`config.mk`:
```
export PLATFORM = sky130hd
export DESIGN_NAME = analog_output_scaling_watchdog
export DESIGN_NICKNAME = d
export VERILOG_FILES = /design/src/aout_pkg.sv /design/src/analog_output_scaling_watchdog.sv
export VERILOG_INCLUDE_DIRS = /design/src /design/src/src
export SDC_FILE = /design/constraint.sdc
export NUM_CORES = 2
export LEC_CHECK = 0
export BUFFER_PORTS_ARGS = -buffer_cell sky130_fd_sc_hd__buf_2
export CAP_MARGIN = 20
export CORE_MARGIN = 2
export CORE_UTILIZATION = 30
export CTS_BUF_LIST = sky130_fd_sc_hd__clkbuf_2 sky130_fd_sc_hd__clkbuf_4 sky130_fd_sc_hd__clkbuf_8
export DETAILED_ROUTE_END_ITERATION = 10
export PLACE_DENSITY = 0.45
export SLEW_MARGIN = 20
export SYNTH_ARGS = -nofsm -noshare
export SYNTH_HDL_FRONTEND = slang
export SYNTH_SLANG_ARGS = --single-unit
export TNS_END_PERCENT = 20
```
`constraint.sdc`:
```
create_clock -name clk -period 24.5 [get_ports clk]
set_input_delay 7.35 -clock clk [delete_from_list [all_inputs] [get_ports clk]]
set_output_delay 7.35 -clock clk [all_outputs]
set_load 0.05 [all_outputs]
```
`src/aout_defs.svh`:
```
`ifndef AOUT_DEFS_SVH
`define AOUT_DEFS_SVH

// ----------------------------------------------------------------
// Register indices (six-bit address of the control byte)
// ----------------------------------------------------------------
`define ADDR_RAW_CODE        6'h05
`define ADDR_FACTORY_OFFSET  6'h13
`define ADDR_FACTORY_GAIN    6'h14
`define ADDR_FACTORY_SAFE    6'h15
`define ADDR_UNLOCK_CODE     6'h1F
`define ADDR_FEATURE         6'h20
`define ADDR_USER_OFFSET     6'h21
`define ADDR_USER_GAIN       6'h22
`define ADDR_USER_SAFE       6'h23

// ----------------------------------------------------------------
// Reset values and codes
// ----------------------------------------------------------------
`define RST_FACTORY_OFFSET   16'h0000
`define RST_FACTORY_GAIN     16'h0020
`define RST_FACTORY_SAFE     16'h0000
`define RST_FEATURE          16'h0006
`define RST_USER_OFFSET      16'h0000
`define RST_USER_GAIN        16'h0100
`define RST_USER_SAFE        16'h0000
`define RST_UNLOCK_CODE      16'h0000
`define UNLOCK_VALUE         16'h1235
`define RAW_CODE_MAX         12'hFFF
`define GAIN_FRAC_BITS       8

// ----------------------------------------------------------------
// Feature register bit positions
// ----------------------------------------------------------------
`define FEAT_USER_SCALE      0
`define FEAT_FACTORY_SCALE   1
`define FEAT_WATCHDOG        2
`define FEAT_USER_SAFE       8

// ----------------------------------------------------------------
// Control byte bit positions
// ----------------------------------------------------------------
`define CB_REG_MODE          7
`define CB_TRIM_ON           6
`define CB_TRIM_GAIN         4
`define CB_TRIM_OFFSET       3
`define CB_FAST              2
`define CB_UP                1
`define CB_DOWN              0

// ----------------------------------------------------------------
// Timing
// ----------------------------------------------------------------
`define CLK_HZ               40000000
`define CYCLES_PER_MS        (`CLK_HZ / 1000)
`define WDOG_MS              100
`define TRIM_SLOW_MS         1000
`define TRIM_FAST_MS         50
`define WDOG_CYCLES          (`CYCLES_PER_MS * `WDOG_MS)
`define TRIM_SLOW_CYCLES     (`CYCLES_PER_MS * `TRIM_SLOW_MS)
`define TRIM_FAST_CYCLES     (`CYCLES_PER_MS * `TRIM_FAST_MS)

`endif

```
`src/aout_pkg.sv`:
```
`default_nettype none

package aout_pkg;

	// Process image layout settings
	typedef struct packed {
		logic complete_eval;
		logic swap_bytes;
		logic word_align;
	} image_cfg_type;

	// Control byte seen as register access
	typedef struct packed {
		logic       reg_mode;
		logic       write_not_read_flag;
		logic [5:0] addr;
	} ctrl_byte_type;

endpackage

`default_nettype wire

```
`src/analog_output_scaling_watchdog.sv`:
```
`timescale 1ns/1ps
`default_nettype none
`include "aout_defs.svh"

module analog_output_scaling_watchdog #(
	parameter int unsigned WDOG_CYCLES      = `WDOG_CYCLES,
	parameter int unsigned TRIM_SLOW_CYCLES = `TRIM_SLOW_CYCLES,
	parameter int unsigned TRIM_FAST_CYCLES = `TRIM_FAST_CYCLES
) (
	input  wire logic                   clk,
	input  wire logic                   rst,
	input  wire aout_pkg::image_cfg_type image_cfg,
	input  wire logic [63:0]            out_image,
	input  wire logic                   out_image_valid,
	output var  logic [63:0]            in_image_q,
	output var  logic                   in_image_valid_q,
	output var  logic [11:0]            dac_code_q [2],
	output var  logic                   nv_commit_q [2]
);
	import aout_pkg::*;

	// ----------------------------------------------------------------
	// Helpers
	// ----------------------------------------------------------------
	function automatic logic [7:0] get_byte(input logic [63:0] img, input logic [2:0] idx);
		get_byte = img[{idx, 3'b000} +: 8];
	endfunction

	function automatic logic [2:0] ctrl_pos(input image_cfg_type cfg, input logic ch);
		ctrl_pos = cfg.word_align ? {ch, 2'b00} : (ch ? 3'h3 : 3'h0);
	endfunction

	function automatic logic [2:0] data_pos(input image_cfg_type cfg, input logic ch,
		input logic high);
		logic [2:0] first;
		logic       swap;
		first = 3'h0;
		swap  = high ^ cfg.swap_bytes;
		if (!cfg.complete_eval)
			first = {1'b0, ch, 1'b0};
		else if (cfg.word_align)
			first = {ch, 2'b10};
		else
			first = ch ? 3'h4 : 3'h1;
		data_pos = first + {2'b00, swap};
	endfunction

	function automatic logic signed [47:0] line_eq(input logic signed [47:0] x,
		input logic signed [16:0] gain, input logic signed [15:0] off);
		logic signed [64:0] prod;
		prod    = 65'(x) * 65'(gain);
		line_eq = prod[55:8] + 48'(off);
	endfunction

	function automatic logic [11:0] sat12(input logic signed [47:0] v);
		if (v < 0)
			sat12 = 12'h000;
		else if (v > 48'sh0000_0000_0FFF)
			sat12 = `RAW_CODE_MAX;
		else
			sat12 = v[11:0];
	endfunction

	localparam logic [31:0] WDOG_LAST = 32'(WDOG_CYCLES - 1);
	localparam logic [31:0] SLOW_LAST = 32'(TRIM_SLOW_CYCLES - 1);
	localparam logic [31:0] FAST_LAST = 32'(TRIM_FAST_CYCLES - 1);

	logic [7:0]  status_w [2];
	logic [15:0] reply_w  [2];
	logic [63:0] image_d;

	// ----------------------------------------------------------------
	// Channels
	// ----------------------------------------------------------------
	for (genvar ch = 0; ch < 2; ch++)
	begin : g_chan
		logic [15:0]   code_q, foff_q, fgain_q, fsafe_q;
		logic [15:0]   feat_q, uoff_q, ugain_q, usafe_q;
		logic [15:0]   pd_word_q;
		logic [7:0]    trim_ctrl_q;
		logic [31:0]   wd_cnt_q, trim_cnt_q;
		logic          safe_q, dirty_q;

		logic [7:0]    ctrl_raw;
		ctrl_byte_type ctrl;
		logic [15:0]   data_word;
		logic          pd_stb, reg_stb, wr_stb, unlocked, prot_ok;
		logic          wr_code, wr_foff, wr_fgain, wr_fsafe;
		logic          wr_feat, wr_uoff, wr_ugain, wr_usafe;
		logic          wd_expire;
		logic          trim_on, trim_req, trim_tick, commit;
		logic [31:0]   trim_last;
		logic [15:0]   step;
		logic signed [47:0] s0, s1, s2;
		logic [11:0]   scaled, safe_code, dac_d;
		logic [15:0]   rd_data;

		// ----------------------------------------------------------------
		// Request decode
		// ----------------------------------------------------------------
		assign ctrl_raw  = image_cfg.complete_eval ?
			get_byte(out_image, ctrl_pos(image_cfg, 1'(ch))) : 8'h00;
		assign ctrl      = ctrl_byte_type'(ctrl_raw);
		assign data_word = {get_byte(out_image, data_pos(image_cfg, 1'(ch), 1'b1)),
			get_byte(out_image, data_pos(image_cfg, 1'(ch), 1'b0))};
		assign pd_stb    = out_image_valid & ~ctrl.reg_mode;
		assign reg_stb   = out_image_valid & ctrl.reg_mode;
		assign wr_stb    = reg_stb & ctrl.write_not_read_flag;
		assign unlocked  = (code_q == `UNLOCK_VALUE);
		assign prot_ok   = wr_stb & unlocked;

		assign wr_code  = wr_stb & (ctrl.addr == `ADDR_UNLOCK_CODE);
		assign wr_foff  = prot_ok & (ctrl.addr == `ADDR_FACTORY_OFFSET);
		assign wr_fgain = prot_ok & (ctrl.addr == `ADDR_FACTORY_GAIN);
		assign wr_fsafe = prot_ok & (ctrl.addr == `ADDR_FACTORY_SAFE);
		assign wr_feat  = prot_ok & (ctrl.addr == `ADDR_FEATURE);
		assign wr_uoff  = prot_ok & (ctrl.addr == `ADDR_USER_OFFSET);
		assign wr_ugain = prot_ok & (ctrl.addr == `ADDR_USER_GAIN);
		assign wr_usafe = prot_ok & (ctrl.addr == `ADDR_USER_SAFE);

		// ----------------------------------------------------------------
		// Trim stepping
		// ----------------------------------------------------------------
		assign trim_on   = ~trim_ctrl_q[`CB_REG_MODE] & trim_ctrl_q[`CB_TRIM_ON]
			& unlocked;
		assign trim_req  = trim_on & (trim_ctrl_q[`CB_UP] ^ trim_ctrl_q[`CB_DOWN])
			& (trim_ctrl_q[`CB_TRIM_GAIN] | trim_ctrl_q[`CB_TRIM_OFFSET]);
		assign trim_last = trim_ctrl_q[`CB_FAST] ? FAST_LAST : SLOW_LAST;
		assign trim_tick = trim_req & (trim_cnt_q >= trim_last);
		assign step      = trim_ctrl_q[`CB_UP] ? 16'h0001 : 16'hFFFF;
		// Leaving the unlock state saves pending trims
		assign commit    = wr_code & unlocked & (data_word != `UNLOCK_VALUE)
			& (dirty_q | trim_tick);

		always_ff @(posedge clk)
		begin
			if (rst | ~trim_req)
				trim_cnt_q <= 32'h0000_0000;
			else if (trim_tick)
				trim_cnt_q <= 32'h0000_0000;
			else
				trim_cnt_q <= trim_cnt_q + 32'h0000_0001;
		end

		always_ff @(posedge clk)
		begin
			if (rst)
				dirty_q <= 1'b0;
			else if (trim_tick)
				dirty_q <= 1'b1;
			else if (commit)
				dirty_q <= 1'b0;
		end

		// ----------------------------------------------------------------
		// Parameter registers
		// ----------------------------------------------------------------
		always_ff @(posedge clk)
		begin
			if (rst)
			begin
				code_q  <= `RST_UNLOCK_CODE;
				fsafe_q <= `RST_FACTORY_SAFE;
				feat_q  <= `RST_FEATURE;
				uoff_q  <= `RST_USER_OFFSET;
				ugain_q <= `RST_USER_GAIN;
				usafe_q <= `RST_USER_SAFE;
			end
			else
			begin
				if (wr_code)
					code_q <= data_word;
				if (wr_fsafe)
					fsafe_q <= data_word;
				if (wr_feat)
					feat_q <= data_word;
				if (wr_uoff)
					uoff_q <= data_word;
				if (wr_ugain)
					ugain_q <= data_word;
				if (wr_usafe)
					usafe_q <= data_word;
			end
		end

		// Trimmed terms; an explicit write overrides a step
		always_ff @(posedge clk)
		begin
			if (rst)
			begin
				foff_q  <= `RST_FACTORY_OFFSET;
				fgain_q <= `RST_FACTORY_GAIN;
			end
			else
			begin
				if (wr_foff)
					foff_q <= data_word;
				else if (trim_tick & trim_ctrl_q[`CB_TRIM_OFFSET])
					foff_q <= foff_q + step;
				if (wr_fgain)
					fgain_q <= data_word;
				else if (trim_tick & trim_ctrl_q[`CB_TRIM_GAIN])
					fgain_q <= fgain_q + step;
			end
		end

		// ----------------------------------------------------------------
		// Process data and watchdog
		// ----------------------------------------------------------------
		assign wd_expire = feat_q[`FEAT_WATCHDOG] & (wd_cnt_q >= WDOG_LAST);

		always_ff @(posedge clk)
		begin
			if (rst)
			begin
				pd_word_q   <= 16'h0000;
				trim_ctrl_q <= 8'h00;
			end
			else if (pd_stb)
			begin
				pd_word_q   <= data_word;
				trim_ctrl_q <= ctrl_raw;
			end
		end

		always_ff @(posedge clk)
		begin
			if (rst | pd_stb)
				wd_cnt_q <= 32'h0000_0000;
			else if (wd_cnt_q < WDOG_LAST)
				wd_cnt_q <= wd_cnt_q + 32'h0000_0001;
		end

		always_ff @(posedge clk)
		begin
			if (rst)
				safe_q <= 1'b1;
			else if (pd_stb)
				safe_q <= 1'b0;
			else if (wd_expire)
				safe_q <= 1'b1;
		end

		// ----------------------------------------------------------------
		// Scaling to the converter code
		// ----------------------------------------------------------------
		assign s0 = 48'($signed(pd_word_q));
		assign s1 = feat_q[`FEAT_FACTORY_SCALE] ?
			line_eq(s0, $signed({1'b0, fgain_q}), $signed(foff_q)) : s0;
		assign s2 = feat_q[`FEAT_USER_SCALE] ?
			line_eq(s1, $signed({ugain_q[15], ugain_q}), $signed(uoff_q)) : s1;
		assign scaled    = sat12(s2);
		assign safe_code = feat_q[`FEAT_USER_SAFE] ?
			sat12(48'($signed(usafe_q))) : fsafe_q[11:0];
		assign dac_d     = safe_q ? safe_code : scaled;

		always_ff @(posedge clk)
		begin
			if (rst)
			begin
				dac_code_q[ch]  <= 12'h000;
				nv_commit_q[ch] <= 1'b0;
			end
			else
			begin
				dac_code_q[ch]  <= dac_d;
				nv_commit_q[ch] <= commit;
			end
		end

		// ----------------------------------------------------------------
		// Read back and reply
		// ----------------------------------------------------------------
		always_comb
		begin
			case (ctrl.addr)
				`ADDR_RAW_CODE:       rd_data = {4'h0, dac_code_q[ch]};
				`ADDR_FACTORY_OFFSET: rd_data = foff_q;
				`ADDR_FACTORY_GAIN:   rd_data = fgain_q;
				`ADDR_FACTORY_SAFE:   rd_data = fsafe_q;
				`ADDR_UNLOCK_CODE:    rd_data = unlocked ? code_q : 16'h0000;
				`ADDR_FEATURE:        rd_data = feat_q;
				`ADDR_USER_OFFSET:    rd_data = uoff_q;
				`ADDR_USER_GAIN:      rd_data = ugain_q;
				`ADDR_USER_SAFE:      rd_data = usafe_q;
				default:              rd_data = 16'h0000;
			endcase
		end

		// Process mode status carries nothing; write ack drops bit 6
		assign status_w[ch] = ~ctrl.reg_mode ? 8'h00 :
			{ctrl.reg_mode, 1'b0, ctrl.addr};
		assign reply_w[ch]  = (reg_stb & ~ctrl.write_not_read_flag) ? rd_data : 16'h0000;
	end

	// ----------------------------------------------------------------
	// Input image assembly
	// ----------------------------------------------------------------
	always_comb
	begin
		image_d = 64'h0000_0000_0000_0000;
		for (int c = 0; c < 2; c++)
		begin
			if (image_cfg.complete_eval)
				image_d[{ctrl_pos(image_cfg, 1'(c)), 3'b000} +: 8] = status_w[c];
			image_d[{data_pos(image_cfg, 1'(c), 1'b0), 3'b000} +: 8] = reply_w[c][7:0];
			image_d[{data_pos(image_cfg, 1'(c), 1'b1), 3'b000} +: 8] = reply_w[c][15:8];
		end
	end

	always_ff @(posedge clk)
	begin
		if (rst)
		begin
			in_image_q       <= 64'h0000_0000_0000_0000;
			in_image_valid_q <= 1'b0;
		end
		else
		begin
			in_image_valid_q <= out_image_valid;
			if (out_image_valid)
				in_image_q <= image_d;
		end
	end

endmodule // analog_output_scaling_watchdog

`default_nettype wire

```
Yosys cells after proc, flatten, opt, wreduce, memory -nomap -nowiden
Cells that the tools add are included.
- bits in registers: 527
- input bits: 70
- reduce and logical (&&, ||, !) cells: 10
- add/sub/neg operators: 21
- multiply operators: 4
- bitwise gates (word level): 67
- $lt $le $gt $ge: 14
- shift operators: 15
- multiplexer cells: 58
- equal/unequal tests: 22
- operators by type and width (cell ; number):
    $bwmux 64 ; 5
    $shift 8x8->64 const A ; 5
    $shiftx 64x7->8 ; 5
    $shiftx 8x8->64 ; 5
    $pmux 16 s9 ; 2
    $mux 16 ; 14
    $mux 48 ; 4
    $mux 12 ; 12
    $add 32x1->32 const B ; 4
    $mul 48x16->56 ; 2
    $add 48x48->48 ; 2
    $gt 48x13->1 const B ; 2
    $lt 48x1->1 const B ; 2
    $mul 16x17->33 ; 2
    $add 16x16->16 ; 4
    $ge 32x22->1 const B ; 2
    $ge 32x26->1 ; 2
    $lt 32x22->1 const B ; 2
    $mux 64 ; 1
    $add 25x16->26 ; 2
    $mux 26 ; 2
    $and 1x1->1 ; 48
    $eq 6x5->1 const B ; 8
    $eq 6x6->1 const B ; 8
    other kinds (16) ; 66

Longest topological paths before layout
- word-level depth: 11
- depth in mapped cells: 80
- gate-level depth less buffers: 76

Worst setup path after synthesis
Ideal clock, no wire load.
- path kind: register -> register
- start point: register g_chan[1].pd_word_q[2]
- end point: register dac_code_q[10] (netlist bit)
- arrival time: 16.509 ns
- period minus slack after synthesis: 16.654 ns
- buffers on the path: 3
- slack: 7.846 ns
- stages on the path, launching flop included: 76
- library setup time: 0.144 ns
- cell sequence: dfxtp_1 > clkbuf_1 > clkbuf_1 > nand2_1 > fa_1 > fa_1 > fa_1 > fa_1 > inv_1 > fa_1 > inv_1 > fa_1 > inv_1 > ha_1 > a2111oi_0 > nand2_1 > a21oi_1 > nor2_1 > (+40 left out) > o21a_1 > nor2_1 > xnor2_1 > ha_1 > a21oi_1 > o21bai_1 > a21oi_1 > nor3_1 > nor4_1 > o211ai_1 > a2111oi_0 > nand4_1 > nor4_1 > nand4_1 > o21ai_1 > a2111o_1 > clkbuf_1 > o221ai_1
- word-level cells in the longest chain between the ends: 10
- elaborated cells between the ends (all ways): 11
- ends and longest elaborated chain (element ; RTL line ; text):
    start, declared ; analog_output_scaling_watchdog.sv:79 ; logic [15:0] pd_word_q;
    start signal, assigned ; analog_output_scaling_watchdog.sv:221 ; pd_word_q <= data_word;
    $mul 16x17->33 ; analog_output_scaling_watchdog.sv:51 ; prod = 65'(x) * 65'(gain);
    $add 25x16->26 ; analog_output_scaling_watchdog.sv:52 ; line_eq = prod[55:8] + 48'(off);
    $mux 48 * ; analog_output_scaling_watchdog.sv:248 ; assign s1 = feat_q[`FEAT_FACTORY_SCALE] ?
    $mul 48x16->56 ; analog_output_scaling_watchdog.sv:51 ;
    $add 48x48->48 ; analog_output_scaling_watchdog.sv:52 ;
    $mux 48 * ; analog_output_scaling_watchdog.sv:250 ; assign s2 = feat_q[`FEAT_USER_SCALE] ?
    $gt 48x13->1 ; analog_output_scaling_watchdog.sv:58 ; else if (v > 48'sh0000_0000_0FFF)
    $mux 12 ; analog_output_scaling_watchdog.sv:58 ;
    $mux 12 * ; analog_output_scaling_watchdog.sv:56 ; if (v < 0)
    $mux 12 * ; analog_output_scaling_watchdog.sv:255 ; assign dac_d = safe_q ? safe_code : scaled;
    end signal, assigned by index ; analog_output_scaling_watchdog.sv:261 ; dac_code_q[ch] <= 12'h000;
    end signal, assigned by index ; analog_output_scaling_watchdog.sv:266 ; dac_code_q[ch] <= dac_d;
    end, declared ; analog_output_scaling_watchdog.sv:17 ; output var logic [11:0] dac_code_q [2],
Every way passes the cells marked *; elsewhere a longest branch is shown, timed or not.
A chain may end at the register's enable or synchronous reset.

Worst setup path after layout
- start point: register g_chan[1].fgain_q[9]
- end point: register dac_code_q[10] (netlist bit)
- word-level cells in the longest chain between the ends: 10
- elaborated cells between the ends (all ways): 11
- ends and longest elaborated chain (element ; RTL line ; text):
    start, declared ; analog_output_scaling_watchdog.sv:77 ; logic [15:0] code_q, foff_q, fgain_q, fsafe_q;
    start signal, assigned ; analog_output_scaling_watchdog.sv:192 ; fgain_q <= `RST_FACTORY_GAIN;
    start signal, assigned ; analog_output_scaling_watchdog.sv:201 ; fgain_q <= data_word;
    start signal, assigned ; analog_output_scaling_watchdog.sv:203 ; fgain_q <= fgain_q + step;
    $mul 16x17->33 * ; analog_output_scaling_watchdog.sv:51 ;
    $add 25x16->26 * ; analog_output_scaling_watchdog.sv:52 ;
    $mux 48 * ; analog_output_scaling_watchdog.sv:248 ;
    $mul 48x16->56 ; analog_output_scaling_watchdog.sv:51 ;
    $add 48x48->48 ; analog_output_scaling_watchdog.sv:52 ;
    $mux 48 * ; analog_output_scaling_watchdog.sv:250 ;
    $gt 48x13->1 ; analog_output_scaling_watchdog.sv:58 ;
    $mux 12 ; analog_output_scaling_watchdog.sv:58 ;
    $mux 12 * ; analog_output_scaling_watchdog.sv:56 ;
    $mux 12 * ; analog_output_scaling_watchdog.sv:255 ;
Marks and branches as above.

==> results.py <==
metrics = {
    "clocking": {
        "cts_buffers": 100,
        "cts_setup_buffers": 0,
        "clockRootBuffer": "clkbuf_8",
        "cts_tree": "done",
        "cts_resized": 0,
        "path_clk_slew_ns": 0.06,
        "htreeDepth": 3,
        "postCtsHoldBufs": 0,
        "clk_path_buf_depth": 3,
        "cts_sinks": 525,
        "insertion_delay_ns": 0.84,
    },
    "hold_path": {
        "hp-class": "reg2reg",
    },
    "critical_path": {
        "max_stage_delay_ns": 0.99,
        "reg2reg_depth": 73,
        "worstSetupPathType": "reg2reg",
        "start_kind": "flop",
        "critPathSlowestCell": "dfxtp_1",
        "arrival_ns": 20.92,
        "reg2reg_slack_ns": 4.27,
        "cp_top_family": "compound AO/OA/AOI/OAI gates",
        "critical_path_required_ns": 25.19,
        "cp_num_cells": 73,
        "worst-path-buf-inv": 8,
        "reg2reg_to": "dac_code_q[10]",
        "cpMostUsedCell": "fa_1",
        "cp_max_fo": 19,
        "startpoint": "g_chan[1].fgain_q[9]",
        "endpoint": "dac_code_q[10]",
        "endpoint_kind": "flop",
        "r2r-start": "g_chan[1].fgain_q[9]",
    },
    "logic_synthesis": {
        "async_flop_share": 0,
        "avgSynthCellArea_um2": 8.43,
        "syn_inst": 9843,
        "yosysWarnings": 0,
        "synth_area_um2": 83000,
        "synth_area_leaders": "fa_1 (29%), dfxtp_1 (13%), ha_1 (11%)",
        "synth_largest_area_cell": "fa_1",
        "yosysSeqAreaShare": 0.127,
        "synth_cell_type_count": 87,
        "synth_edf_count": 0,
        "synth_top_area_frac": 0.293,
        "yosys_register_bits": 525,
        "synth-main-ff-cell": "dfxtp_1",
    },
    "routing": {
        "vias_per_cell": 5.09,
        "wl_per_cell_um": 21.7,
        "drc_errors": 0,
        "first_pass_iters": 9,
        "drt_iter0_markers": 5283,
        "antenna_left": 0,
        "num_vias": 69300,
        "wl_mm": 295,
    },
    "finish": {
        "drive_above_1_share": 0.0705,
        "synthToLayoutAreaGrowth_pct": 9.27,
        "design_area_um2": 90700,
        "post-route-util": 0.329,
        "final_nets": 11800,
    },
    "pwr": {
        "ir_drop_v": 0.0000364,
        "p_leak_nw": 41.4,
        "power_density_nw_per_um2": 28.5,
    },
    "floorplan": {
        "initial_core_util": 0.301,
        "pin_count": 161,
        "chipWidth_um": 530,
        "die-area_um2": 281000,
        "core-area_um2": 276000,
        "fp.dieH_um": 530,
        "rows": 193,
    },
    "global_route": {
        "grt_pass1_wl_mm": 455,
        "overflow": 0,
        "grt_max_degree": 92,
        "grt_usage": 0.211,
        "grt_pass1_vias": 72200,
        "antenna_found_initial": 17,
    },
    "timing": {
        "finalHoldViolCount": 0,
        "clock.fmax_ghz": 0.0494,
        "setup_viol": 0,
        "finalClockSkew_ns": 0.0534,
        "rsz0062_at_grt": "false",
        "slew_headroom": 0.263,
        "period_share": 0.826,
        "setup-tns-final_ns": 0,
        "worst_pin_slew_ns": 1.10,
        "hold_ws_ns": 0.441,
        "min_period_ns": 20.23,
        "slew_viol_final": 0,
    },
    "placement": {
        "dp_hpwl_mm": 226,
        "gp_congestion": 0.897,
        "port_buffers": 160,
        "dpl-instance-area_um2": 88400,
    },
    "status": {
        "outcome": "completed",
    },
    "run": {
        "maxCapViolCount": 0,
    },
}
placed cells by master, fill, tap and decap left out, drive strengths merged, types with 18 or more instances in the layout:
cell	instances
ha	708
o21bai	48
xnor2	224
nand3	99
mux2i	143
o211ai	33
and2	665
a22oi	58
diode	18
nand2b	49
mux4	33
a211oi	271
dfxtp	525
nand4	80
nor3	136
a31oi	59
nor2	825
fa	1214
a21oi	383
xor2	130
a222oi	28
nor4	36
o31ai	18
buf	346
clkbuf	155
and3	67
o21ai	228
o21a	61
mux2	39
a22o	28
inv	1553
nand2	1054
or3	27
a221oi	86
a21o	118
nor2b	99
routing by layer:
layer	GRT usage	wire length (um)	share of wire
met5	0	27	0.000091
met4	0.0588	8440	0.029
met3	0.0237	15800	0.053
met1	0.287	133000	0.45
met2	0.352	138000	0.47
layout make-up:
type / instances / area (um^2)
clock inverters: 21 / 249
well taps: 3705 / 4640
clock buffers: 155 / 1950
multi-input cells: 7290 / 65200
flip-flops and latches: 525 / 10500
fillers: 29100 / 185000
diodes: 18 / 45.0
inverters: 1551 / 5820
repair buffers: 346 / 2210
tightest hold or removal path: cells and delay by family, from the launching register on:
kind	cells	cell delay, ns
flops	1	0.30
simple gates	1	0.04
buf+inv	1	0.06
cells by family after synthesis:
kind of cell	share of synthesized area
simple gates	0.183
buf+inv	0.0923
fa+ha+maj	0.400
compound gates	0.130
flops	0.127
xor+xnor	0.0374
mux	0.0315
other cells	0.0000452
state kept, by name, indices dropped and copies added (netlist names), 14 cells and up:
register and count:
g_chan.trim_cnt_q 64, g_chan.wd_cnt_q 64, in_image_q 64, g_chan.code_q 32, g_chan.feat_q 32, g_chan.fgain_q 32
g_chan.foff_q 32, g_chan.fsafe_q 32, g_chan.pd_word_q 32, g_chan.ugain_q 32, g_chan.uoff_q 32, g_chan.usafe_q 32
dac_code_q 24, g_chan.trim_ctrl_q 14
per-stage QoR:
| stage | cells | setup WS, ns | total power [mW] |
|---|---|---|---|
| 2_1_floorplan | 9852 | 7.85 | 1.33 |
| 3_3_place_gp | 13400 | 4.80 | 1.62 |
| 3_5_place_dp | 13400 | 4.37 | 1.63 |
| 4_1_cts | 13600 | 4.31 | 2.61 |
| 5_1_grt | 13600 | 3.05 | 2.71 |
| 6_report | 13600 | 4.27 | 2.58 |
where the power goes:
| part | switching, mW | internal [mW] | leakage (nW) |
|---|---|---|---|
| logic | 0.482 | 0.221 | 36.0 |
| registers | 0.0407 | 0.869 | 4.26 |
| clock network | 0.430 | 0.541 | 1.16 |
| total | 0.953 | 1.63 | 41.4 |
synthesized netlist by cell type, drive strengths merged, types with 61 or more instances:
master / instances
inv: 1549
fa: 1214
nand2: 1054
nor2: 825
ha: 708
and2: 665
dfxtp: 525
clkbuf: 458
a21oi: 383
a211oi: 271
o21ai: 228
xnor2: 224
mux2i: 143
nor3: 136
xor2: 130
a21o: 118
nand3: 99
nor2b: 99
a221oi: 86
nand4: 80
and3: 67
o21a: 61
worst min path at each step:
stage	startpoint	to	cells past startpoint
3_3_place_gp	g_chan[0].trim_ctrl_q[7]	g_chan[0].trim_ctrl_q[7]	2
2_1_floorplan	g_chan[0].trim_ctrl_q[7]	g_chan[0].trim_ctrl_q[7]	2
5_1_grt	g_chan[0].trim_ctrl_q[7]	g_chan[0].trim_ctrl_q[7]	2
4_1_cts	g_chan[0].trim_ctrl_q[7]	g_chan[0].trim_ctrl_q[7]	2
3_5_place_dp	g_chan[0].trim_ctrl_q[7]	g_chan[0].trim_ctrl_q[7]	2
6_report	g_chan[0].trim_ctrl_q[7]	g_chan[0].trim_ctrl_q[7]	2
Note: power is estimated with default switching activity, not from simulation.
